--- src/verilog/gpt_params.svh ---
// register map, field positions, codes and reset values of the timer
`ifndef GPT_PARAMS_SVH
`define GPT_PARAMS_SVH
// register byte offsets
`define GPT_OFS_CFG 12'h000
`define GPT_OFS_AMODE 12'h004
`define GPT_OFS_BMODE 12'h008
`define GPT_OFS_CTL 12'h00c
`define GPT_OFS_IMR 12'h018
`define GPT_OFS_RIS 12'h01c
`define GPT_OFS_MIS 12'h020
`define GPT_OFS_ICR 12'h024
`define GPT_OFS_AILR 12'h028
`define GPT_OFS_BILR 12'h02c
`define GPT_OFS_AMATCH 12'h030
`define GPT_OFS_BMATCH 12'h034
`define GPT_OFS_APR 12'h038
`define GPT_OFS_BPR 12'h03c
`define GPT_OFS_ACNT 12'h048
`define GPT_OFS_BCNT 12'h04c
// global configuration codes
`define GPT_CFG_32 3'h0
`define GPT_CFG_RTC 3'h1
`define GPT_CFG_16 3'h4
// mode register fields
`define GPT_MODE_LSB 0
`define GPT_CMODE_BIT 2
`define GPT_MR_ONESHOT 2'h1
`define GPT_MR_PERIODIC 2'h2
`define GPT_MR_EDGECNT 2'h3
// control register: counter b fields sit GPT_CTL_B_SHIFT above counter a
`define GPT_CTL_EN 0
`define GPT_CTL_STALL 1
`define GPT_CTL_EVT 2
`define GPT_CTL_RTC_RUN_ENABLE 4
`define GPT_CTL_OTE 5
`define GPT_CTL_B_SHIFT 8
// event select codes
`define GPT_EVT_RISE 2'h0
`define GPT_EVT_FALL 2'h1
`define GPT_EVT_BOTH 2'h3
// status bits (raw, mask, masked, clear share them)
`define GPT_ST_ATO 0
`define GPT_ST_ACM 1
`define GPT_ST_RTC 3
`define GPT_ST_BTO 8
`define GPT_ST_BCM 9
// reset values
`define GPT_CNT_RST 16'hffff
`define GPT_PSC_RST 8'h00
`define GPT_RTC_FIRST 32'h0000_0001
// real-time input rate and tick rate, in hertz
`define GPT_RTC_IN_HZ 32768
`define GPT_RTC_OUT_HZ 1
`endif

--- src/verilog/gpt_pkg.sv ---
// types shared by the timer design
package gpt_pkg;
  typedef logic [31:0] gpt_word_t;
  typedef logic [15:0] gpt_half_t;
  typedef logic [11:0] gpt_addr_t;
  // decoded global arrangement
  typedef enum logic [1:0] {GPT_ARR_32, GPT_ARR_RTC, GPT_ARR_16, GPT_ARR_OFF} gpt_arr_e;
endpackage : gpt_pkg

--- src/verilog/gpt_timer.sv ---
// general purpose timer: two 16-bit counters, joined 32-bit and real-time modes, apb slave
//
// Chosen here: register access over APB and the placing of the registers.
`timescale 1ns/1ps
`include "gpt_params.svh"
module gpt_timer #(
  parameter int RTC_DIV = `GPT_RTC_IN_HZ / `GPT_RTC_OUT_HZ
) (
  input wire logic clk_i,
  input wire logic srst_i,
  input wire logic psel_i,
  input wire logic penable_i,
  input wire logic pwrite_i,
  input wire gpt_pkg::gpt_addr_t paddr_i,
  input wire gpt_pkg::gpt_word_t pwdata_i,
  output gpt_pkg::gpt_word_t prdata_o,
  output logic pready_o,
  output logic pslverr_o,
  input wire logic ccp_a_i,
  input wire logic ccp_b_i,
  input wire logic dbg_halt_i,
  output logic adc_trig_o,
  output logic irq_o
);
  import gpt_pkg::*;

  localparam int DW = $clog2(RTC_DIV);

  // true for one-shot and periodic codes
  function automatic logic is_timer(input logic [2:0] mr);
    return (mr[1:0] == `GPT_MR_ONESHOT) || (mr[1:0] == `GPT_MR_PERIODIC);
  endfunction : is_timer

  // edge select decode
  function automatic logic edge_sel(input logic [1:0] evt, input logic rise, input logic fall);
    unique case (evt)
      `GPT_EVT_RISE: return rise;
      `GPT_EVT_FALL: return fall;
      `GPT_EVT_BOTH: return rise | fall;
      default: return 1'b0;
    endcase
  endfunction : edge_sel

  logic [2:0] cfg;
  logic [2:0] mode [2];
  logic [15:0] ctl;
  logic [15:0] imr;
  logic [15:0] ris;
  logic [31:0] match_a;
  gpt_half_t match_b;
  gpt_half_t ilr [2];
  logic [7:0] pr [2];
  gpt_half_t cnt [2];
  logic [7:0] psc [2];
  logic [1:0] en;
  logic [2:0] sync_a;
  logic [2:0] sync_b;
  logic [DW-1:0] rtc_div;
  logic rtc_tick;

  //////////////////////////////////////////////////////////////////////////////
  // apb decode: zero wait states, writes land in the access cycle
  logic wr;
  logic hit;
  assign wr = psel_i & penable_i & pwrite_i;
  assign pready_o = 1'b1;
  assign pslverr_o = psel_i & penable_i & ~hit;

  // address is one of the mapped words
  always_comb begin
    unique case (paddr_i)
      `GPT_OFS_CFG, `GPT_OFS_AMODE, `GPT_OFS_BMODE, `GPT_OFS_CTL, `GPT_OFS_IMR, `GPT_OFS_RIS, `GPT_OFS_MIS,
      `GPT_OFS_ICR, `GPT_OFS_AILR, `GPT_OFS_BILR, `GPT_OFS_AMATCH, `GPT_OFS_BMATCH, `GPT_OFS_APR,
      `GPT_OFS_BPR, `GPT_OFS_ACNT, `GPT_OFS_BCNT: hit = 1'b1;
      default: hit = 1'b0;
    endcase
  end

  logic cfg_wr;
  logic ctl_wr;
  logic icr_wr;
  logic [1:0] ilr_wr;
  assign cfg_wr = wr & (paddr_i == `GPT_OFS_CFG);
  assign ctl_wr = wr & (paddr_i == `GPT_OFS_CTL);
  assign icr_wr = wr & (paddr_i == `GPT_OFS_ICR);
  assign ilr_wr[0] = wr & (paddr_i == `GPT_OFS_AILR);
  assign ilr_wr[1] = wr & (paddr_i == `GPT_OFS_BILR);

  // arrangement decode; other codes leave both counters idle
  gpt_arr_e arr;
  always_comb begin
    unique case (cfg)
      `GPT_CFG_32: arr = GPT_ARR_32;
      `GPT_CFG_RTC: arr = GPT_ARR_RTC;
      `GPT_CFG_16: arr = GPT_ARR_16;
      default: arr = GPT_ARR_OFF;
    endcase
  end

  //////////////////////////////////////////////////////////////////////////////
  // software-only configuration registers
  always_ff @(posedge clk_i) begin
    if (srst_i) begin
      cfg <= `GPT_CFG_32;
      mode[0] <= '0;
      mode[1] <= '0;
      ctl <= '0;
      imr <= '0;
      match_a <= '0;
      match_b <= '0;
      pr[0] <= `GPT_PSC_RST;
      pr[1] <= `GPT_PSC_RST;
    end else if (wr) begin
      unique case (paddr_i)
        `GPT_OFS_CFG: cfg <= pwdata_i[2:0];
        `GPT_OFS_AMODE: mode[0] <= pwdata_i[2:0];
        `GPT_OFS_BMODE: mode[1] <= pwdata_i[2:0];
        `GPT_OFS_CTL: ctl <= pwdata_i[15:0];
        `GPT_OFS_IMR: imr <= pwdata_i[15:0];
        `GPT_OFS_AMATCH: match_a <= pwdata_i;
        `GPT_OFS_BMATCH: match_b <= pwdata_i[15:0];
        `GPT_OFS_APR: pr[0] <= pwdata_i[7:0];
        `GPT_OFS_BPR: pr[1] <= pwdata_i[7:0];
        default: ;
      endcase
    end
  end

  // load registers; joined mode spreads a write over both halves
  always_ff @(posedge clk_i) begin
    if (srst_i) begin
      ilr[0] <= `GPT_CNT_RST;
      ilr[1] <= `GPT_CNT_RST;
    end else if (ilr_wr[0] && arr != GPT_ARR_16) begin
      ilr[0] <= pwdata_i[15:0];
      ilr[1] <= pwdata_i[31:16];
    end else begin
      if (ilr_wr[0])
        ilr[0] <= pwdata_i[15:0];
      if (ilr_wr[1])
        ilr[1] <= pwdata_i[15:0];
    end
  end

  //////////////////////////////////////////////////////////////////////////////
  // capture pins: two stages against metastability, third for edge compare
  always_ff @(posedge clk_i) begin
    if (srst_i) begin
      sync_a <= '0;
      sync_b <= '0;
    end else begin
      sync_a <= {sync_a[1:0], ccp_a_i};
      sync_b <= {sync_b[1:0], ccp_b_i};
    end
  end

  logic [1:0] rise;
  logic [1:0] fall;
  // faster pins than clock/4 are not resolved
  assign rise = {sync_b[1] & ~sync_b[2], sync_a[1] & ~sync_a[2]};
  assign fall = {~sync_b[1] & sync_b[2], ~sync_a[1] & sync_a[2]};

  // divide the slow clock to a one hertz tick
  always_ff @(posedge clk_i) begin
    if (srst_i || arr != GPT_ARR_RTC) begin
      rtc_div <= '0;
      rtc_tick <= 1'b0;
    end else begin
      rtc_tick <= 1'b0;
      if (rise[0]) begin
        if (rtc_div == DW'(RTC_DIV - 1)) begin
          rtc_div <= '0;
          rtc_tick <= 1'b1;
        end else begin
          rtc_div <= rtc_div + 1'b1;
        end
      end
    end
  end

  //////////////////////////////////////////////////////////////////////////////
  // step and event terms
  logic [31:0] cnt32;
  logic [1:0] stall;
  logic [1:0] frz;
  logic [1:0] step;
  logic [1:0] to16;
  logic [1:0] ev;
  logic [1:0] cm;
  logic run32;
  logic to32;
  logic rtc_step;
  logic rtc_hit;
  assign cnt32 = {cnt[1], cnt[0]};
  assign stall = {ctl[`GPT_CTL_STALL + `GPT_CTL_B_SHIFT], ctl[`GPT_CTL_STALL]};
  assign frz = {2{dbg_halt_i}} & stall;
  // joined timer obeys the a mode only
  assign run32 = (arr == GPT_ARR_32) & en[0] & ~frz[0] & is_timer(mode[0]);
  assign to32 = run32 & (cnt32 == '0);
  // run enable overrides both stall bits
  assign rtc_step = (arr == GPT_ARR_RTC) & en[0] & rtc_tick & (~|frz | ctl[`GPT_CTL_RTC_RUN_ENABLE]);
  assign rtc_hit = rtc_step & (cnt32 == match_a);

  for (genvar i = 0; i < 2; i++) begin : g_evt
    logic [1:0] evt;
    logic [15:0] mt;
    assign evt = ctl[`GPT_CTL_EVT + i * `GPT_CTL_B_SHIFT +: 2];
    assign mt = (i == 0) ? match_a[15:0] : match_b;
    // step only when prescaler has run out
    assign step[i] = (arr == GPT_ARR_16) & en[i] & ~frz[i] & is_timer(mode[i]) & (psc[i] == '0);
    assign to16[i] = step[i] & (cnt[i] == '0);
    // edge count decode
    // edges seen during a stalled halt are dropped, so the count holds like the timers
    assign ev[i] = (arr == GPT_ARR_16) & en[i] & ~mode[i][`GPT_CMODE_BIT] & (mode[i][1:0] == `GPT_MR_EDGECNT)
      & ~frz[i] & edge_sel(evt, rise[i], fall[i]);
    assign cm[i] = ev[i] & (16'(cnt[i] - 1'b1) == mt);
  end

  //////////////////////////////////////////////////////////////////////////////
  // counters, prescalers and enables
  always_ff @(posedge clk_i) begin
    if (srst_i) begin
      // counters all ones, prescalers zero, idle
      cnt[0] <= `GPT_CNT_RST;
      cnt[1] <= `GPT_CNT_RST;
      psc[0] <= `GPT_PSC_RST;
      psc[1] <= `GPT_PSC_RST;
      en <= '0;
    end else begin
      unique case (arr)
        GPT_ARR_32: begin
          if (ilr_wr[0]) begin
            {cnt[1], cnt[0]} <= pwdata_i;
          end else if (to32) begin
            {cnt[1], cnt[0]} <= {ilr[1], ilr[0]};
            if (mode[0][1:0] == `GPT_MR_ONESHOT)
              en[0] <= 1'b0;
          end else if (run32) begin
            {cnt[1], cnt[0]} <= cnt32 - 1'b1;
          end
        end
        GPT_ARR_RTC: begin
          if (rtc_hit) begin
            {cnt[1], cnt[0]} <= '0;
          end else if (rtc_step) begin
            {cnt[1], cnt[0]} <= cnt32 + 1'b1;
          end
        end
        GPT_ARR_16: begin
          for (int i = 0; i < 2; i++) begin
            if (ilr_wr[i]) begin
              cnt[i] <= pwdata_i[15:0];
            end else if (to16[i]) begin
              cnt[i] <= ilr[i];
              psc[i] <= pr[i];
              if (mode[i][1:0] == `GPT_MR_ONESHOT)
                en[i] <= 1'b0;
            end else if (step[i]) begin
              cnt[i] <= cnt[i] - 1'b1;
              psc[i] <= pr[i];
            end else if (cm[i]) begin
              cnt[i] <= ilr[i];
              en[i] <= 1'b0;
            end else if (ev[i]) begin
              cnt[i] <= cnt[i] - 1'b1;
            end else if (en[i] && !frz[i] && is_timer(mode[i])) begin
              psc[i] <= psc[i] - 1'b1;
            end
          end
        end
        default: ;
      endcase
      // entering real-time mode starts at one; decided on the old arrangement
      if (cfg_wr && pwdata_i[2:0] == `GPT_CFG_RTC && cfg != `GPT_CFG_RTC)
        {cnt[1], cnt[0]} <= `GPT_RTC_FIRST;
      // a software write of the enables wins over a hardware clear
      if (ctl_wr) begin
        en[0] <= pwdata_i[`GPT_CTL_EN];
        en[1] <= pwdata_i[`GPT_CTL_EN + `GPT_CTL_B_SHIFT];
      end
    end
  end

  //////////////////////////////////////////////////////////////////////////////
  // status: a new event wins over a clear in the same cycle
  logic [15:0] set;
  always_comb begin
    set = '0;
    set[`GPT_ST_ATO] = to32 | to16[0];
    set[`GPT_ST_BTO] = to16[1];
    set[`GPT_ST_ACM] = cm[0];
    set[`GPT_ST_BCM] = cm[1];
    set[`GPT_ST_RTC] = rtc_hit;
  end

  always_ff @(posedge clk_i) begin
    if (srst_i)
      ris <= '0;
    else
      ris <= (ris & ~(icr_wr ? pwdata_i[15:0] : 16'h0000)) | set;
  end

  logic [15:0] mis;
  assign mis = ris & imr;
  assign irq_o = |mis;

  always_ff @(posedge clk_i) begin
    if (srst_i)
      adc_trig_o <= 1'b0;
    else
      adc_trig_o <= (set[`GPT_ST_ATO] & ctl[`GPT_CTL_OTE]) | (to16[1] & ctl[`GPT_CTL_OTE + `GPT_CTL_B_SHIFT]);
  end

  //////////////////////////////////////////////////////////////////////////////
  // read data captured in the setup cycle, stable through the access
  logic joined;
  assign joined = (arr == GPT_ARR_32) | (arr == GPT_ARR_RTC);
  always_ff @(posedge clk_i) begin
    if (srst_i) begin
      prdata_o <= '0;
    end else if (psel_i && !penable_i) begin
      unique case (paddr_i)
        `GPT_OFS_CFG: prdata_o <= {29'h0, cfg};
        `GPT_OFS_AMODE: prdata_o <= {29'h0, mode[0]};
        `GPT_OFS_BMODE: prdata_o <= {29'h0, mode[1]};
        `GPT_OFS_CTL: prdata_o <= {16'h0, ctl[15:9], en[1], ctl[7:1], en[0]};
        `GPT_OFS_IMR: prdata_o <= {16'h0, imr};
        `GPT_OFS_RIS: prdata_o <= {16'h0, ris};
        `GPT_OFS_MIS: prdata_o <= {16'h0, mis};
        `GPT_OFS_AILR: prdata_o <= joined ? {ilr[1], ilr[0]} : {16'h0, ilr[0]};
        `GPT_OFS_BILR: prdata_o <= {16'h0, ilr[1]};
        `GPT_OFS_AMATCH: prdata_o <= match_a;
        `GPT_OFS_BMATCH: prdata_o <= {16'h0, match_b};
        `GPT_OFS_APR: prdata_o <= {24'h0, pr[0]};
        `GPT_OFS_BPR: prdata_o <= {24'h0, pr[1]};
        `GPT_OFS_ACNT: prdata_o <= joined ? cnt32 : {16'h0, cnt[0]};
        `GPT_OFS_BCNT: prdata_o <= {16'h0, cnt[1]};
        default: prdata_o <= '0;
      endcase
    end
  end
endmodule : gpt_timer

--- config.mk ---
export PLATFORM = sky130hd
export DESIGN_NAME = gpt_timer
export DESIGN_NICKNAME = d
export VERILOG_FILES = /design/src/verilog/gpt_pkg.sv /design/src/verilog/gpt_timer.sv
export VERILOG_INCLUDE_DIRS = /design/src /design/src/verilog
export SDC_FILE = /design/constraint.sdc
export NUM_CORES = 1
export LEC_CHECK = 0
export ABC_AREA = 1
export ABC_CLOCK_PERIOD_IN_PS = 2900
export BUFFER_PORTS_ARGS = -buffer_cell sky130_fd_sc_hd__clkbuf_2
export CORE_ASPECT_RATIO = 0.6
export CORE_UTILIZATION = 38
export CTS_CLUSTER_SIZE = 10
export DETAILED_ROUTE_END_ITERATION = 8
export SLEW_MARGIN = 40
export SYNTH_ARGS = -nofsm -noshare
export SYNTH_HDL_FRONTEND = slang
export SYNTH_SLANG_ARGS = --single-unit
--- constraint.sdc ---
create_clock -name clk_i -period 2.9 [get_ports clk_i]
set_input_delay 0.435 -clock clk_i [delete_from_list [all_inputs] [get_ports clk_i]]
set_output_delay 0.435 -clock clk_i [all_outputs]
set_load 0.02 [all_outputs]
==> impl_metrics.yaml <==
hold_path:
  hp-class: "input port to flip-flop"
die:
  start_util_pct: 38.98
  die_w_um: 275.8
  die_height_um: 166.3
  rows: 59
  num_io_pins: 88
  floorplan.die_area_um2: 45860
  fp.coreArea_um2: 43850
worst_setup_path:
  timing.critical_path.from_type: "flip-flop"
  cp_max_fo: 6
  cp-end-kind: "flip-flop"
  timing.critical_path.arrival_ns: 3.30
  critical_path_required_ns: 3.41
  timing.setup.critical_path_class: "flip-flop to flip-flop"
grt:
  global_route.usage.total_pct: 38.24
  first_global_vias: 17710
  antenna_found_initial: 5
  maximum_number_of_pins_on_one_net_before_global_route_repair: 65
  globalRoute.totalOverflow: 0
  first_pass_grt_wire_length_mm: 126.1
finish:
  stdcell_count: 3390
  final_nets: 2856
  post-route-cell-area_um2: 20470
  flow.area_growth_from_synthesis_pct: 19.76
  fraction_of_layout_cells_with_a_size_suffix_above_1_pct: 15.48
drt:
  vias_per_cell: 5.731
  route.detailed.wl_per_inst_um: 26.10
  number_of_detailed_route_iterations_in_the_first_pass: 6
  drc_violation_count_after_routing: 0
  routed-via-count: 19430
  drtAntennaViolNets: 0
  dr.first_iter.drc_count: 2883
  finalWirelength_mm: 88.47
synth:
  syn_avg_cell_area_um2: 6.619
  ys.flop_type: "dfxtp_1"
  yosysMostFrequentCell: "nand2_1"
  synthesis.nets: 2649
  synth.yosys.warnings: 0
  synth-edff-count: 70
  synth_top_cell_by_area: "dfxtp_1"
  synth.cell_area_um2: 17090
  yosys_register_bits: 256
  synth-seq-area-share_pct: 34.08
  synth.top_cells.by_count: "nand2_1 (617), inv_1 (347), nor2_1 (212)"
  netlist.area_leader.share_pct: 21.79
  postSynthCellCount: 2582
  postSynth.asyncResetShare_pct: 0
  yosys-top-cells-area: "dfxtp_1 (22%), nand2_1 (14%), edfxtp_1 (12%)"
  post_synth_num_cell_types: 63
place:
  globalplace.congestion: 1.065
  portBuffers: 86
  placed_cells_incl_taps: 3335
  placed_instance_area_um2: 19470
  dp_hpwl_mm: 70.18
clock_tree:
  cts_tree: "built"
  worst_skew_pair.late_latency_ns: 0.62
  htreeDepth: 1
  clock_sinks: 256
  numCtsBuffers: 31
  cts.hold.buffers_added: 0
  cts_root_buffer: "clkbuf_16"
  cts_max_path_buffers: 3
  worst_setup_hold_path_clk_slew_ns: 0.07
  post_cts_buffers: 0
timing:
  final-setup-viol-count: 0
  final-max-slew-violation-count: 0
  finClkSkew_ns: 0.02136
  final.min_clock_period_ns: 2.787
  final.period_utilization_pct: 96.12
  timing.slew.headroom_pct: 49.85
  max_slew.worst_pin.slew_ns: 0.7514
  fmax_mhz: 358.8
  finalHoldViolCount: 0
  worst_case_hold_slack_ns: 0.05317
pwr:
  ir_drop_worst_case_vdd_mv: 0.4531
  power_per_cell_area_nw_per_um2: 392.4
  leakagePower_nw: 9.163
flow_run:
  maxCapViolCount: 0
run_status:
  run_status: "finished clean"
## where the power goes
| part | switching (mW) | internal [mW] | leakage [nW] |
|---|---|---|---|
| clock network | 1.70 | 2.14 | 0.460 |
| registers | 0.0688 | 3.72 | 2.19 |
| logic | 0.317 | 0.0873 | 6.51 |
| total | 2.09 | 5.94 | 9.16 |
## flip-flops by register name, indices dropped and copies added (netlist names), 6 cells and up
signal and count:
mode 6, ilr 32, rtc_div 15, psc 16, ctl 14, cnt 32, g_evt.mt 16, match_a 32
imr 16, prdata_o 32, pr 16, ris 16
## metal layers
metal	part of all wire, %	global-route usage (%)	up-vias
met4	2.7	9.866	8
met1	46	58.25	9148
li1	-	-	8928
met3	16	18.15	139
met5	0.39	4.842	-
met2	35	45.54	1204
## per-stage QoR
stage               utilization (%)  setup TNS, ns  setup slack, ns  power [mW]
floorplan                         -              0           0.1020       3.972
global placement              44.41       -0.06219         -0.01838       4.235
detailed placement            44.41              0         0.005811       4.236
CTS                           46.56              0          0.06915       8.012
global route                  46.68      -0.006940        -0.006940       8.214
finish                        46.68              0           0.1126       8.031
## cell type report
| class | count | area, um^2 |
|---|---|---|
| Fill cell | 4661 | 23380 |
| Multi-Input combinational cell | 1822 | 9273 |
| Sequential cell | 256 | 5832 |
| Timing Repair Buffer | 301 | 2270 |
| Inverter | 377 | 1428 |
| Clock buffer | 48 | 869.6 |
| Tap cell | 579 | 724.4 |
| Clock inverter | 6 | 70.07 |
| Antenna cell | 1 | 2.502 |
## critical path: stages (launching register included)
cell	delay, ns
dfxtp_1	0.43
nor2_1	0.28
nand2_1	0.11
nor2_1	0.14
nand2_1	0.16
nor2_1	0.37
nand2_1	0.32
nor2_1	0.21
o21ai_0	0.09
a21oi_1	0.15
a21oi_1	0.07
a21oi_1	0.15
nor2_1	0.08
nand2_1	0.08
nand2_1	0.04
## cells by family (layout without fill, tap and decap cells)
| kind of cell | count (synthesis) | after routing | share of synthesized area (%) |
|---|---|---|---|
| AND/OR/NAND/NOR | 1156 | 1156 | 29.70 |
| AO/OA/AOI/OAI | 566 | 566 | 18.69 |
| buffers and inverters | 504 | 732 | 12.02 |
| flip-flops | 256 | 256 | 34.08 |
| XOR/XNOR | 84 | 84 | 4.385 |
| adder cells (fa/ha/maj) | 15 | 15 | 1.098 |
| other | 1 | 2 | 0.02194 |
## worst paths after layout
kind / cells after the start / to / slack [ns] / from
setup / recovery: 14 / cnt[13]$_SDFFE_PP1P_ / 0.11 / cnt[27]$_SDFFE_PP1P_
hold / removal: 3 / sync_a[0]$_SDFF_PP0_ / 0.05 / ccp_a_i
setup reg to reg: 14 / cnt[13]$_SDFFE_PP1P_ / 0.11 / cnt[27]$_SDFFE_PP1P_
hold reg to reg: 2 / sync_a[1]$_SDFF_PP0_ / 0.41 / sync_a[0]$_SDFF_PP0_
## repair_timing
item	4_1_cts	5_1_grt
endpoints found under the setup margin	0	34
hold endpoints to repair	0	0
resized for setup	0	15
## layout by cell type (no fill, tap or decap), types with 20 or more instances in the layout
master,n
a21oi_1,183
a221oi_1,20
buf_4,197
clkbuf_16,31
clkbuf_2,86
dfxtp_1,181
edfxtp_1,70
inv_1,345
nand2_1,617
nand3_1,183
nand4_1,34
nor2_1,207
nor3_1,26
o211ai_1,37
o21ai_0,209
o21ai_1,23
o22ai_1,61
xor2_1,64
Note: power is estimated with default switching activity, not from simulation.
